### src/pkg/host_port_regs.svh
`ifndef HOST_PORT_REGS_SVH
`define HOST_PORT_REGS_SVH
// status register field positions
`define STS_OUT_FULL_BIT 0
`define STS_IN_FULL_BIT 1
`define STS_USER_ZERO_BIT 2
`define STS_CMD_DATA_BIT 3
`define STS_USER_LO_BIT 4
`define STS_USER_HI_BIT 7
// reset values
`define STS_RESET 8'h00
`define BUF_RESET 8'h00
// core register port offsets
`define CORE_OUT_BUF_OFS 2'h0
`define CORE_IN_BUF_OFS 2'h1
`define CORE_STATUS_OFS 2'h2
`define CORE_CTRL_OFS 2'h3
// core control register bits
`define CTRL_IRQ_EN_BIT 0
`define CTRL_USER_ZERO_SET_BIT 1
`define CTRL_USER_ZERO_CLR_BIT 2
`define CTRL_USER_ZERO_TGL_BIT 3
`define CTRL_CMD_DATA_CLR_BIT 4
`define CTRL_CMD_DATA_TGL_BIT 5
`define CTRL_USER_BITS_WR_BIT 6
`endif

### src/pkg/host_port_pkg.sv
package host_port_pkg;
  // synchronised host strobes
  typedef struct packed {
    logic sel_n;
    logic rd_n;
    logic wr_n;
    logic port_select;
  } host_ctl_t;

  // one-cycle host access events, plus wr_cmd, the held port select of the last write
  typedef struct packed {
    logic rd_data;
    logic rd_status;
    logic wr;
    logic wr_cmd;
  } host_evt_t;
endpackage

### src/strobe_sync.sv
`timescale 1ns/1ps
`default_nettype none
module strobe_sync
  import host_port_pkg::*;
(
  // clock and reset
  input wire logic mclk,
  input wire logic rst,
  // raw pins
  input wire host_ctl_t pins,
  // synchronised controls
  output host_ctl_t ctl
);
  host_ctl_t meta_r;
  host_ctl_t sync_r;

  // pins idle high; reset to the inactive level avoids a false access
  always_ff @(posedge mclk or posedge rst) begin
    if (rst) begin
      meta_r <= 4'hf;
      sync_r <= 4'hf;
    end else begin
      meta_r <= pins;
      sync_r <= meta_r;
    end
  end

  assign ctl = sync_r;
endmodule
`default_nettype wire

### src/access_decode.sv
`timescale 1ns/1ps
`default_nettype none
module access_decode
  import host_port_pkg::*;
(
  // clock and reset
  input wire logic mclk,
  input wire logic rst,
  // synchronised controls
  input wire host_ctl_t ctl,
  // trailing-edge events
  output host_evt_t evt,
  // read window
  output logic rd_active,
  output logic rd_status_sel
);
  logic rd_lvl;
  logic wr_lvl;
  logic rd_prev_r;
  logic wr_prev_r;
  logic psel_rd_r;
  logic psel_wr_r;

  // only low strobes with select low count; select high disables all
  assign rd_lvl = ~ctl.sel_n & ~ctl.rd_n;
  assign wr_lvl = ~ctl.sel_n & ~ctl.wr_n;
  assign rd_active = rd_lvl;
  assign rd_status_sel = ctl.port_select;

  always_ff @(posedge mclk or posedge rst) begin
    if (rst) begin
      rd_prev_r <= 1'b0;
      wr_prev_r <= 1'b0;
      psel_rd_r <= 1'b0;
      psel_wr_r <= 1'b0;
    end else begin
      rd_prev_r <= rd_lvl;
      wr_prev_r <= wr_lvl;
      if (rd_lvl) psel_rd_r <= ctl.port_select;
      if (wr_lvl) psel_wr_r <= ctl.port_select;
    end
  end

  // one event per access, on the trailing edge of the strobe; wr_cmd is the latched write select
  assign evt.rd_data = rd_prev_r & ~rd_lvl & ~psel_rd_r;
  assign evt.rd_status = rd_prev_r & ~rd_lvl & psel_rd_r;
  assign evt.wr = wr_prev_r & ~wr_lvl;
  assign evt.wr_cmd = psel_wr_r;
endmodule
`default_nettype wire

### src/host_bus_buffer_port.sv
// The plain strobed port and the address map were left to the implementer.
`timescale 1ns/1ps
`default_nettype none
`include "host_port_regs.svh"
module host_bus_buffer_port
  import host_port_pkg::*;
(
  // clock and reset
  input wire logic mclk,
  input wire logic rst,
  // host bus pins
  input wire logic sel_n,
  input wire logic rd_n,
  input wire logic wr_n,
  input wire logic port_select,
  input wire logic [7:0] host_data_lines_i,
  output logic [7:0] host_data_lines_o,
  output logic host_data_lines_oe,
  // core register port
  input wire logic [1:0] core_addr,
  input wire logic [7:0] core_wdata,
  input wire logic core_wr,
  input wire logic core_rd,
  output logic [7:0] core_rdata,
  // core interrupt request
  output logic core_irq
);
  // ****************************************
  // synchronise and decode
  // ****************************************
  host_ctl_t pins;
  host_ctl_t ctl;
  host_evt_t evt;
  logic rd_active;
  logic rd_status_sel;
  logic [7:0] data_meta_r;
  logic [7:0] data_sync_r;

  assign pins = '{sel_n: sel_n, rd_n: rd_n, wr_n: wr_n, port_select: port_select};

  strobe_sync u_sync (
    .mclk(mclk),
    .rst(rst),
    .pins(pins),
    .ctl(ctl)
  );

  access_decode u_dec (
    .mclk(mclk),
    .rst(rst),
    .ctl(ctl),
    .evt(evt),
    .rd_active(rd_active),
    .rd_status_sel(rd_status_sel)
  );

  // ****************************************
  // buffers and status
  // ****************************************
  logic [7:0] host_in_buffer_r;
  logic [7:0] host_out_buffer_r;
  logic out_full_flag_r;
  logic in_full_flag_r;
  logic user_flag_zero_r;
  logic cmd_data_flag_r;
  logic [3:0] user_bits_r;
  logic irq_en_r;
  logic core_irq_r;
  logic [7:0] status;
  logic wr_lvl;
  logic core_out_wr;
  logic core_in_rd;
  logic core_ctrl_wr;
  logic [7:0] core_rdata_nxt;

  assign status = {user_bits_r, cmd_data_flag_r, user_flag_zero_r,
                   in_full_flag_r, out_full_flag_r};
  assign wr_lvl = ~ctl.sel_n & ~ctl.wr_n;
  assign core_out_wr = core_wr & (core_addr == `CORE_OUT_BUF_OFS);
  assign core_in_rd = core_rd & (core_addr == `CORE_IN_BUF_OFS);
  assign core_ctrl_wr = core_wr & (core_addr == `CORE_CTRL_OFS);

  // data syncs as deep as the strobes, so each load sees data held under the strobe
  always_ff @(posedge mclk or posedge rst) begin
    if (rst) begin
      data_meta_r <= `BUF_RESET;
      data_sync_r <= `BUF_RESET;
    end else begin
      data_meta_r <= host_data_lines_i;
      data_sync_r <= data_meta_r;
    end
  end

  // load only while the synced strobe is low; host may change data once it rises
  always_ff @(posedge mclk or posedge rst) begin
    if (rst) begin
      host_in_buffer_r <= `BUF_RESET;
    end else if (wr_lvl) begin
      host_in_buffer_r <= data_sync_r;
    end
  end

  always_ff @(posedge mclk or posedge rst) begin
    if (rst) begin
      host_out_buffer_r <= `BUF_RESET;
    end else if (core_out_wr) begin
      host_out_buffer_r <= core_wdata;
    end
  end

  // core write listed last so it wins over a host data read
  always_ff @(posedge mclk or posedge rst) begin
    if (rst) begin
      out_full_flag_r <= 1'b0;
    end else begin
      if (evt.rd_data) out_full_flag_r <= 1'b0;
      if (core_out_wr) out_full_flag_r <= 1'b1;
    end
  end

  // host write sets over a same-cycle core read
  always_ff @(posedge mclk or posedge rst) begin
    if (rst) begin
      in_full_flag_r <= 1'b0;
    end else begin
      if (core_in_rd) in_full_flag_r <= 1'b0;
      if (evt.wr) in_full_flag_r <= 1'b1;
    end
  end

  always_ff @(posedge mclk or posedge rst) begin
    if (rst) begin
      user_flag_zero_r <= 1'b0;
      cmd_data_flag_r <= 1'b0;
      user_bits_r <= 4'h0;
      irq_en_r <= 1'b0;
    end else begin
      if (core_ctrl_wr) begin
        irq_en_r <= core_wdata[`CTRL_IRQ_EN_BIT];
        if (core_wdata[`CTRL_USER_ZERO_SET_BIT]) user_flag_zero_r <= 1'b1;
        else if (core_wdata[`CTRL_USER_ZERO_CLR_BIT]) user_flag_zero_r <= 1'b0;
        else if (core_wdata[`CTRL_USER_ZERO_TGL_BIT]) user_flag_zero_r <= ~user_flag_zero_r;
        if (core_wdata[`CTRL_CMD_DATA_CLR_BIT]) cmd_data_flag_r <= 1'b0;
        else if (core_wdata[`CTRL_CMD_DATA_TGL_BIT]) cmd_data_flag_r <= ~cmd_data_flag_r;
      end
      if (core_wr & (core_addr == `CORE_STATUS_OFS)) begin
        user_bits_r <= core_wdata[`STS_USER_HI_BIT:`STS_USER_LO_BIT];
      end
      // host write overrides a same-cycle core change
      if (evt.wr) cmd_data_flag_r <= evt.wr_cmd;
    end
  end

  // ****************************************
  // outputs
  // ****************************************
  always_comb begin
    core_rdata_nxt = 8'h00;
    unique case (core_addr)
      `CORE_OUT_BUF_OFS: core_rdata_nxt = host_out_buffer_r;
      `CORE_IN_BUF_OFS: core_rdata_nxt = host_in_buffer_r;
      `CORE_STATUS_OFS: core_rdata_nxt = status;
      `CORE_CTRL_OFS: core_rdata_nxt = {7'h00, irq_en_r};
    endcase
  end

  // read data drive follows the synchronised strobe, so it lags the pin
  always_ff @(posedge mclk or posedge rst) begin
    if (rst) begin
      host_data_lines_o <= 8'h00;
      host_data_lines_oe <= 1'b0;
      core_rdata <= 8'h00;
      core_irq_r <= 1'b0;
    end else begin
      host_data_lines_oe <= rd_active;
      host_data_lines_o <= rd_status_sel ? status : host_out_buffer_r;
      if (core_rd) core_rdata <= core_rdata_nxt;
      core_irq_r <= evt.wr & irq_en_r;
    end
  end

  assign core_irq = core_irq_r;
endmodule
`default_nettype wire

### config.mk
export PLATFORM = sky130hd
export DESIGN_NAME = host_bus_buffer_port
export DESIGN_NICKNAME = d
export VERILOG_FILES = /design/src/pkg/host_port_pkg.sv /design/src/strobe_sync.sv /design/src/access_decode.sv /design/src/host_bus_buffer_port.sv
export VERILOG_INCLUDE_DIRS = /design/src /design/src/pkg
export SDC_FILE = /design/constraint.sdc
export NUM_CORES = 1
export LEC_CHECK = 0
export BUFFER_PORTS_ARGS = -buffer_cell sky130_fd_sc_hd__buf_2
export CORE_MARGIN = 2
export CORE_UTILIZATION = 55
export DETAILED_ROUTE_END_ITERATION = 12
export GPL_ROUTABILITY_DRIVEN = 0
export PLACE_DENSITY = 0.79
export REMOVE_ABC_BUFFERS = 1
export SYNTH_ARGS = -nofsm -noshare
export SYNTH_HDL_FRONTEND = slang
export SYNTH_SLANG_ARGS = --single-unit
export TNS_END_PERCENT = 5
### constraint.sdc
create_clock -name mclk -period 4.2 [get_ports mclk]
set_clock_uncertainty 0.2 [all_clocks]
set_input_delay 0.84 -clock mclk [delete_from_list [all_inputs] [get_ports mclk]]
set_output_delay 0.84 -clock mclk [all_outputs]
set_load 0.005 [all_outputs]
==> impl_metrics.csv, run 1 <==
group,metric,value,unit
route,detail_route.vias_per_cell,5.51,
yosys,synth_ff_type,"dfrtp_1",
grt,grt_pass1_wl,7320,um
layout,area_growth_from_synthesis_to_layout,17.4,%
setup_path,critPathRequiredTime,4.22,ns
pwr,worst_case_vdd_ir_drop,0.295,mV
route,routedWlPerCell,16.3,um
setup_path,setup.worst_path.start,"core_addr[0]",
floorplan,die-width,71.8,um
clock_tree,clk_pin_slew,0.06,ns
floorplan,dieHeight,71.8,um
route,dr.pass1.iters,4,
setup_path,regToRegSetupSlack,2.64,ns
layout,nNetsFinal,237,
layout,mostFrequentLayoutCell,"dfrtp_1",
grt,initial_antenna_violation_count,0,
layout,fin_area,2970,um^2
clock_tree,cts_made_buffers,9,
setup_path,r2r_cells,3,
floorplan,design.core.area,4380,um^2
setup_path,cp-end-kind,"flop",
yosys,ys_warn_count,0,
sta,maxSlewViolCount,0,
setup_path,regToRegEndpoint,"out_full_flag_r",
yosys,mappedNetlistArea,2530,um^2
job,timing.max_cap.violations,0,
grt,grt_max_degree,43,
sta,layout_worst_path_cycle_share,0.471,
clock_tree,cts.root.buffer_cell,"clkbuf_8",
layout,top_library_cells_by_usage_in_the_layout_fill_and_taps_aside,"62 x dfrtp_1, 43 x buf_2, 31 x mux2_2",
yosys,synthDistinctLibCells,25,
sta,max_slew.worst_pin.slew,0.812,ns
pwr,cellInternalPower,1.16,mW
min_path,worst_hold_path_type,"flop to flop",
sta,setup-tns-final,0,ns
setup_path,critPathArrivalTime,2.00,ns
pwr,power.static_leakage,1.37,nW
layout,layout-drive-gt1-share,0.472,
setup_path,r2r_start,"u_sync.ctl[3]",
clock_tree,cts_hold_buf,0,
route,route.vias.total,1478,
sta,rsz0062_at_grt,"false",
clock_tree,clock_latency_on_the_worst_skew_pair,0.34,ns
route,ant_nets,0,
pwr,clock_power_share,0.339,
grt,overflow,0,
floorplan,top_level_ports,44,
pwr,p_switching,0.350,mW
yosys,syn-instance-count,162,
clock_tree,cts.sinks,70,
clock_tree,cts.repair_timing.setup_buffer_count,0,
yosys,synth-seq-area-share,0.697,
pwr,powerDensity,510,nW/um^2
floorplan,placement_rows,24,
setup_path,critical_path_sink,"user_bits_r[2]",
setup_path,path_max_fanout,12,
setup_path,start_kind,"input port",
floorplan,die-area,5150,um^2
sta,timing_limited_maximum_frequency,0.506,GHz
sta,finalWorstPathRequiredPeriod,1.98,ns
placed_design,hpwlAfterDp,3040,um
floorplan,initial_core_util,0.576,
route,drc_errors,0,
pwr,power.combinational.fraction,0.121,
pwr,switching_fraction,0.232,
route,first_iter_violations,129,
layout,antenna_cells,0,
yosys,ys_async_sr_fraction,1.00,
layout,layout.filler_cells,314,
clock_tree,cts_max_path_buffers,2,
grt,grt.total_usage,0.194,
clock_tree,cts.repair.resized,0,
yosys,average_footprint_of_a_synthesized_cell,15.6,um^2
yosys,yosys_register_bits,70,
pwr,power.sequential.fraction,0.541,
placed_design,port_buffers,43,
sta,relSlewSlack,0.458,
placed_design,postPlaceCellArea,2780,um^2
clock_tree,tritoncts,"yes",
setup_path,setup.worst_path.class,"input port to flop",
sta,final-hold-violation-count,0,
clock_tree,ctsHtreeMaxLevel,3,
grt,number_of_global_route_vias_before_repair,1523,
yosys,edff_count_synth,0,
route,wl,4370,um
sta,timing.final.setup_violations,0,
outcome,status,"completed",
## cells by family (layout without fill, tap and decap cells)
| family | count (synthesis) | count (layout) | synth area share |
|---|---|---|---|
| flops | 70 | 70 | 0.697 |
| mux | 40 | 40 | 0.181 |
| simple gates | 23 | 23 | 0.0515 |
| compound gates | 21 | 21 | 0.0535 |
| buf+inv | 8 | 62 | 0.0168 |
## worst min path at each step
stage	start	to	slack, ns	depth (start not counted)
2_1_floorplan	data_meta_r[0]	data_sync_r[0]	0.13	0
3_3_place_gp	data_meta_r[4]	data_sync_r[4]	0.13	0
3_5_place_dp	data_meta_r[7]	data_sync_r[7]	0.13	0
4_1_cts	data_meta_r[7]	data_sync_r[7]	0.15	0
5_1_grt	u_sync.meta_r[2]	u_sync.ctl[2]	0.16	0
6_report	data_meta_r[7]	data_sync_r[7]	0.15	0
## cell usage after synthesis, types with 2 or more instances
cell type	instances	area share
nand2_1	3	0.0045
mux2i_1	7	0.028
a2bb2oi_1	7	0.024
inv_1	2	0.0030
dfstp_2	8	0.083
dfrtp_1	62	0.61
nor2_1	13	0.019
mux2_2	31	0.14
a21oi_1	8	0.016
clkbuf_1	3	0.0045
o21ai_0	4	0.0079
## state kept, by name, indices dropped and copies added (netlist names)
register,cells
u_dec.wr_prev_r,1
data_meta_r,8
u_dec.rd_prev_r,1
u_dec.psel_wr_r,1
user_flag_zero_r,1
u_sync.meta_r,4
u_dec.psel_rd_r,1
core_irq,1
out_full_flag_r,1
data_sync_r,8
user_bits_r,4
u_sync.ctl,4
host_in_buffer_r,8
host_out_buffer_r,8
host_data_lines_o,8
in_full_flag_r,1
core_rdata,8
irq_en_r,1
cmd_data_flag_r,1
## per-layer routing
metal / up-vias / share of wire / global-route usage
met5: - / 0 / 0
met4: 0 / 0.022 / 0.115
met3: 12 / 0.065 / 0.0506
met2: 63 / 0.49 / 0.298
met1: 736 / 0.42 / 0.249
li1: 667 / - / -
## metrics by stage
stage	hold slack, ns	cells	util	setup slack (ns)	power, mW
floorplan	0.131	156	-	1.41	0.926
global placement	0.132	252	0.634	1.94	0.998
detailed placement	0.135	252	0.634	1.89	1.01
CTS	0.150	268	0.676	2.25	1.53
global route	0.160	268	0.676	2.18	1.58
finish	0.148	268	0.676	2.22	1.51
## layout make-up
type | instances | area (um^2) | area share
clock buffer | 15 | 156 | 0.0527
clock inverter | 1 | 30.0 | 0.0101
inverter | 2 | 7.51 | 0.00253
multi-input combinational | 84 | 722 | 0.243
sequential | 70 | 1760 | 0.594
tap | 52 | 65.1 | 0.0219
timing repair buffer | 44 | 223 | 0.0751
## power groups by stage
stage | registers, mW | clock network, mW | logic, mW
after floorplan | 0.815 | 0 | 0.111
after global placement | 0.822 | 0 | 0.176
after detailed placement | 0.829 | 0 | 0.184
after CTS | 0.817 | 0.527 | 0.186
after global routing | 0.826 | 0.552 | 0.202
final | 0.817 | 0.512 | 0.182
## worst max-delay path: stages
cell	delay (ns)
buf_2	0.30
and2b_2	0.33
nand2_1	0.17
mux2_2	0.36
(Power assumes the default switching activity.)
==> run 2: changes to the inputs <==
--- a/config.mk
+++ b/config.mk
@@ -8,10 +8,10 @@
 export LEC_CHECK = 0
 export BUFFER_PORTS_ARGS = -buffer_cell sky130_fd_sc_hd__buf_2
 export CORE_MARGIN = 2
-export CORE_UTILIZATION = 55
+export CORE_UTILIZATION = 54
 export DETAILED_ROUTE_END_ITERATION = 12
 export GPL_ROUTABILITY_DRIVEN = 0
-export PLACE_DENSITY = 0.79
+export PLACE_DENSITY = 0.77
 export REMOVE_ABC_BUFFERS = 1
 export SYNTH_ARGS = -nofsm -noshare
 export SYNTH_HDL_FRONTEND = slang
==> constraint.sdc (replaced) <==
create_clock -name mclk -period 1.9 [get_ports mclk]
set_clock_uncertainty 0.2 [all_clocks]
set_input_delay 0.38 -clock mclk [delete_from_list [all_inputs] [get_ports mclk]]
set_output_delay 0.38 -clock mclk [all_outputs]
set_load 0.005 [all_outputs]
==> impl_metrics.csv, run 2 (synthesized netlist as in run 1, its figures left out) <==
group,metric,value,unit
clock_tree,clock_latency_on_the_worst_skew_pair,0.34,ns
floorplan,die-width,72.4,um
sta,finalWorstPathRequiredPeriod,1.55,ns
floorplan,top_level_ports,44,
setup_path,r2r_cells,3,
pwr,cellInternalPower,2.45,mW
clock_tree,cts.sinks,70,
pwr,worst_case_vdd_ir_drop,0.777,mV
route,first_iter_violations,85,
setup_path,r2r_start,"u_sync.ctl[3]",
setup_path,setup.worst_path.class,"flop to flop",
min_path,worst_hold_path_type,"input port to flop",
pwr,fin_total_pwr,3.24,mW
clock_tree,clk_pin_slew,0.07,ns
layout,fin_area,3100,um^2
clock_tree,cts.repair.resized,0,
placed_design,postPlaceCellArea,2810,um^2
floorplan,design.core.area,4440,um^2
sta,relSlewSlack,0.688,
grt,initial_antenna_violation_count,0,
floorplan,dieHeight,72.4,um
sta,maxSlewViolCount,0,
clock_tree,cts.root.buffer_cell,"clkbuf_8",
job,timing.max_cap.violations,0,
layout,area_growth_from_synthesis_to_layout,22.9,%
setup_path,start_kind,"flop",
route,drc_errors,0,
pwr,clock_power_share,0.312,
pwr,switching_fraction,0.246,
pwr,power.combinational.fraction,0.131,
layout,nNetsFinal,252,
layout,multi_input_comb_area,722,um^2
setup_path,regToRegEndpoint,"out_full_flag_r",
setup_path,critPathArrivalTime,1.57,ns
setup_path,regToRegSetupSlack,0.35,ns
layout,top_library_cells_by_usage_in_the_layout_fill_and_taps_aside,"62 x dfrtp_1, 43 x buf_2, 31 x mux2_2",
placed_design,dp_cells,254,
min_path,timing.hold.worst_endpoint,"user_bits_r[3]",
layout,layout.area.seq,1760,um^2
pwr,p_switching,0.797,mW
layout,layout-drive-gt1-share,0.463,
sta,setup_slack,0.352,ns
grt,overflow,0,
clock_tree,cts_made_buffers,9,
setup_path,cp-end-kind,"flop",
pwr,powerDensity,1040,nW/um^2
layout,number_of_non_filler_instances_in_the_completed_layout,283,
layout,antenna_cells,0,
placed_design,port_buffers,43,
setup_path,critPathRequiredTime,1.92,ns
grt,grt_pass1_wl,7230,um
grt,grt_max_degree,59,
floorplan,initial_core_util,0.568,
sta,max_slew.worst_pin.slew,0.463,ns
route,route.vias.total,1464,
clock_tree,ctsHtreeMaxLevel,3,
outcome,status,"completed",
min_path,hold-path-cell-count,2,
sta,timing_limited_maximum_frequency,0.646,GHz
sta,rsz0062_at_grt,"false",
sta,layout_worst_path_cycle_share,0.815,
sta,hold_ws,0.0934,ns
layout,layout.core_utilization,0.698,
placed_design,hpwlAfterDp,3010,um
grt,number_of_global_route_vias_before_repair,1565,
floorplan,placement_rows,24,
placed_design,worst_setup_slack_after_placement,0.112,ns
route,detail_route.vias_per_cell,5.17,
pwr,power.static_leakage,1.44,nW
route,ant_nets,0,
sta,timing.final.setup_violations,0,
min_path,worst_hold_launch,"core_wdata[7]",
grt,grt.total_usage,0.189,
setup_path,path_max_fanout,3,
clock_tree,cts_hold_buf,13,
route,wl,4330,um
route,dr.pass1.iters,4,
clock_tree,cts.repair_timing.setup_buffer_count,0,
pwr,power.sequential.fraction,0.557,
route,routedWlPerCell,15.3,um
sta,setup-tns-final,0,ns
clock_tree,cts_max_path_buffers,2,
sta,final-hold-violation-count,0,
layout,layout.filler_cells,325,
clock_tree,tritoncts,"yes",
floorplan,die-area,5240,um^2
layout,mostFrequentLayoutCell,"dfrtp_1",
==> run 2: cell types whose count changed in the layout (fill, tap and decap cells not counted) <==
cell	before	now
clkbuf_1	5	2
buf_12	0	1
buf_4	1	2
clkinvlp_4	0	1
bufinv_16	1	0
dlygate4sd3_1	0	13
clkinv_2	0	3
==> run 2: power groups by stage <==
stage | Combinational [mW] | Clock, mW | Sequential (mW)
5_1_grt | 0.474 | 1.13 | 1.83
3_5_place_dp | 0.408 | 0 | 1.83
6_report | 0.424 | 1.01 | 1.81
4_1_cts | 0.432 | 1.05 | 1.81
2_1_floorplan | 0.245 | 0 | 1.80
3_3_place_gp | 0.397 | 0 | 1.82
==> run 2: routing by layer <==
layer / share of wire / global-route usage / vias to the layer above
met2: 0.52 / 0.313 / 33
met4: 0.015 / 0.0782 / 0
met5: 0 / 0 / -
li1: - / - / 695
met3: 0.041 / 0.0694 / 7
met1: 0.42 / 0.225 / 729
==> run 2: layout make-up <==
cell class	count	area share
clock buffers	12	0.0468
clock inverters	4	0.00726
inverters	2	0.00242
multi-input cells	84	0.233
flip-flops and latches	70	0.568
well taps	52	0.0210
repair buffers	59	0.123
==> run 2: worst max-delay path by stage <==
| stage | depth (start not counted) | from | slack (ns) | end |
|---|---|---|---|---|
| 2_1_floorplan | 1 | rst | -0.43 | cmd_data_flag_r |
| 3_3_place_gp | 4 | core_addr[0] | 0.16 | user_bits_r[0] |
| 3_5_place_dp | 4 | core_addr[0] | 0.11 | user_bits_r[2] |
| 4_1_cts | 3 | u_sync.ctl[3] | 0.35 | out_full_flag_r |
| 5_1_grt | 3 | u_sync.ctl[3] | 0.31 | out_full_flag_r |
| 6_report | 3 | u_sync.ctl[3] | 0.35 | out_full_flag_r |
==> run 2: worst max-delay path, stage by stage (launching register included) <==
cell	delay, ns
dfstp_2	0.55
nor2_1	0.07
or3b_2	0.44
a21o_1	0.18
==> run 3: changes to the inputs <==
--- a/config.mk
+++ b/config.mk
@@ -6,12 +6,13 @@
 export SDC_FILE = /design/constraint.sdc
 export NUM_CORES = 1
 export LEC_CHECK = 0
+export ABC_AREA = 1
 export BUFFER_PORTS_ARGS = -buffer_cell sky130_fd_sc_hd__buf_2
 export CORE_MARGIN = 2
-export CORE_UTILIZATION = 54
+export CORE_UTILIZATION = 55
 export DETAILED_ROUTE_END_ITERATION = 12
 export GPL_ROUTABILITY_DRIVEN = 0
-export PLACE_DENSITY = 0.77
+export PLACE_DENSITY = 0.78
 export REMOVE_ABC_BUFFERS = 1
 export SYNTH_ARGS = -nofsm -noshare
 export SYNTH_HDL_FRONTEND = slang
==> constraint.sdc (replaced) <==
create_clock -name mclk -period 1.51 [get_ports mclk]
set_clock_uncertainty 0.2 [all_clocks]
set_input_delay 0.302 -clock mclk [delete_from_list [all_inputs] [get_ports mclk]]
set_output_delay 0.302 -clock mclk [all_outputs]
set_load 0.005 [all_outputs]
==> impl_metrics.csv, run 3 <==
group,metric,value,unit
sta,max_slew.worst_pin.slew,0.374,ns
yosys,synth-seq-area-share,0.676,
grt,number_of_global_route_vias_before_repair,1756,
setup_path,cp_top_family,"flip-flops",
setup_path,cp_cell_sequence,"mux2_2",
yosys,edff_count_synth,0,
setup_path,regToRegEndpoint,"host_data_lines_o[3]",
layout,antenna_cells,0,
route,ant_nets,0,
clock_tree,clk_pin_slew,0.07,ns
layout,number_of_non_filler_instances_in_the_completed_layout,372,
yosys,synthDistinctLibCells,22,
grt,grt.total_usage,0.204,
sta,finalWorstPathRequiredPeriod,1.40,ns
floorplan,initial_core_util,0.563,
grt,grt_pass1_wl,7800,um
sta,timing_limited_maximum_frequency,0.713,GHz
layout,area_growth_from_synthesis_to_layout,26.2,%
yosys,area_share_of_the_leading_cell_type_in_the_synthesized_netlist,0.596,
pwr,worst_case_vdd_ir_drop,1.52,mV
setup_path,critPathArrivalTime,1.43,ns
job,timing.max_cap.violations,0,
layout,layout-drive-gt1-share,0.280,
pwr,powerDensity,1420,nW/um^2
setup_path,cp-end-kind,"flop",
route,route.vias.total,1829,
clock_tree,cts_hold_buf,14,
sta,layout_worst_path_cycle_share,0.928,
clock_tree,cts_max_path_buffers,2,
route,drc_errors,0,
sta,timing.final.setup_violations,0,
grt,grt_max_degree,71,
floorplan,die-width,72.8,um
placed_design,dp_cells,342,
route,routedWlPerCell,12.6,um
setup_path,worstSetupPathDepth,1,
placed_design,port_buffers,43,
yosys,synth_ff_type,"dfrtp_1",
setup_path,critical-path-max-stage-delay,0.71,ns
setup_path,regToRegSetupSlack,0.11,ns
yosys,netlist.top_cell.by_area,"dfrtp_1",
setup_path,critical_path_sink,"host_data_lines_o[3]",
yosys,ys_warn_count,0,
sta,relSlewSlack,0.749,
layout,nNetsFinal,339,
outcome,status,"completed",
yosys,synthTopCellsByArea,"dfrtp_1 60%, nand2_1 9.7%, dfstp_2 8.1%",
clock_tree,ctsHtreeMaxLevel,3,
yosys,yosys_register_bits,70,
route,dr.pass1.iters,4,
layout,mostFrequentLayoutCell,"nand2_1",
yosys,yosys.cell_count.top_type,"nand2_1",
grt,initial_antenna_violation_count,0,
setup_path,r2r_start,"u_sync.ctl[0]",
setup_path,r2r_cells,1,
pwr,power.static_leakage,1.68,nW
route,wl,4680,um
floorplan,die-area,5300,um^2
yosys,average_footprint_of_a_synthesized_cell,10.5,um^2
yosys,ys_async_sr_fraction,1.00,
floorplan,placement_rows,25,
clock_tree,cts_made_buffers,9,
clock_tree,tritoncts,"yes",
floorplan,dieHeight,72.8,um
setup_path,start_kind,"flop",
grt,overflow,0,
clock_tree,cts.repair.resized,0,
sta,rsz0062_at_grt,"false",
setup_path,timing.critical_path.slowest_stage_cell,"dfstp_2",
placed_design,hpwlAfterDp,3040,um
yosys,syn-instance-count,248,
clock_tree,cts.sinks,70,
sta,setup-tns-final,0,ns
layout,top_library_cells_by_usage_in_the_layout_fill_and_taps_aside,"67 x nand2_1, 62 x dfrtp_1, 43 x buf_2",
floorplan,top_level_ports,44,
pwr,fin_total_pwr,4.67,mW
yosys,mappedNetlistArea,2600,um^2
setup_path,critPathRequiredTime,1.54,ns
setup_path,timing.critical_path.buf_inv,0,
clock_tree,cts.repair_timing.setup_buffer_count,0,
clock_tree,cts.root.buffer_cell,"clkbuf_8",
route,detail_route.vias_per_cell,4.92,
clock_tree,clock_latency_on_the_worst_skew_pair,0.34,ns
sta,maxSlewViolCount,0,
yosys,synthTopCellsByCount,"67 x nand2_1, 62 x dfrtp_1, 30 x nor2_1",
sta,final-hold-violation-count,0,
setup_path,setup.worst_path.class,"flop to flop",
min_path,worst_hold_path_type,"input port to flop",
setup_path,path_max_fanout,13,
route,first_iter_violations,91,
setup_path,setup.worst_path.start,"u_sync.ctl[0]",
floorplan,design.core.area,4630,um^2
## run 3: cell families (layout without fill, tap and decap cells)
logic type             count (synthesis)  after routing  synth area share
AOI/OAI and AO/OA                     37             37            0.0836
DFF                                   70             70             0.676
buffers and inverters                 29             99            0.0485
muxes                                  5              5            0.0216
and+or+nand+nor                      107            107             0.170
## run 3: per-stage QoR
step	util	hold slack, ns	instance area [um^2]	setup WS, ns
finish	0.710	0.0179	3290	0.108
global route	0.710	0.0185	3290	0.0105
CTS	0.710	0.00261	3290	0.119
detailed placement	0.622	0.135	2880	0.130
global placement	0.622	0.132	2880	0.159
floorplan	-	0.106	2570	-0.747
## run 3: worst min path at each step
stage	depth (start not counted)	from	slack [ns]	endpoint
final	3	core_wdata[7]	0.02	host_out_buffer_r[7]
after global routing	3	core_wdata[0]	0.02	host_out_buffer_r[0]
after CTS	3	core_wdata[7]	0.003	host_out_buffer_r[7]
after detailed placement	0	data_meta_r[3]	0.13	data_sync_r[3]
after global placement	0	data_meta_r[1]	0.13	data_sync_r[1]
after floorplan	0	port_select	0.11	u_sync.meta_r[0]
## run 3: where the power goes
group | switching, mW | internal, mW
clock | 0.703 | 1.27
sequential | 0.110 | 2.09
combinational | 0.267 | 0.223
## run 3: metal layers
metal / part of all wire / routed length (um) / global-route usage / up-vias
li1: - / - / - / 904
met1: 0.45 / 2110 / 0.256 / 867
met4: 0.031 / 144 / 0.103 / 0
met5: 0 / 0 / 0 / -
met2: 0.48 / 2230 / 0.306 / 45
met3: 0.043 / 201 / 0.0843 / 13
## run 3: area by class of cell
type | instances | area (um^2)
Fill cell | 338 | 1340
Clock inverter | 7 | 145
Multi-Input combinational cell | 149 | 717
Sequential cell | 70 | 1760
Tap cell | 54 | 67.6
Timing Repair Buffer | 59 | 383
Clock buffer | 9 | 124
Inverter | 24 | 90.1
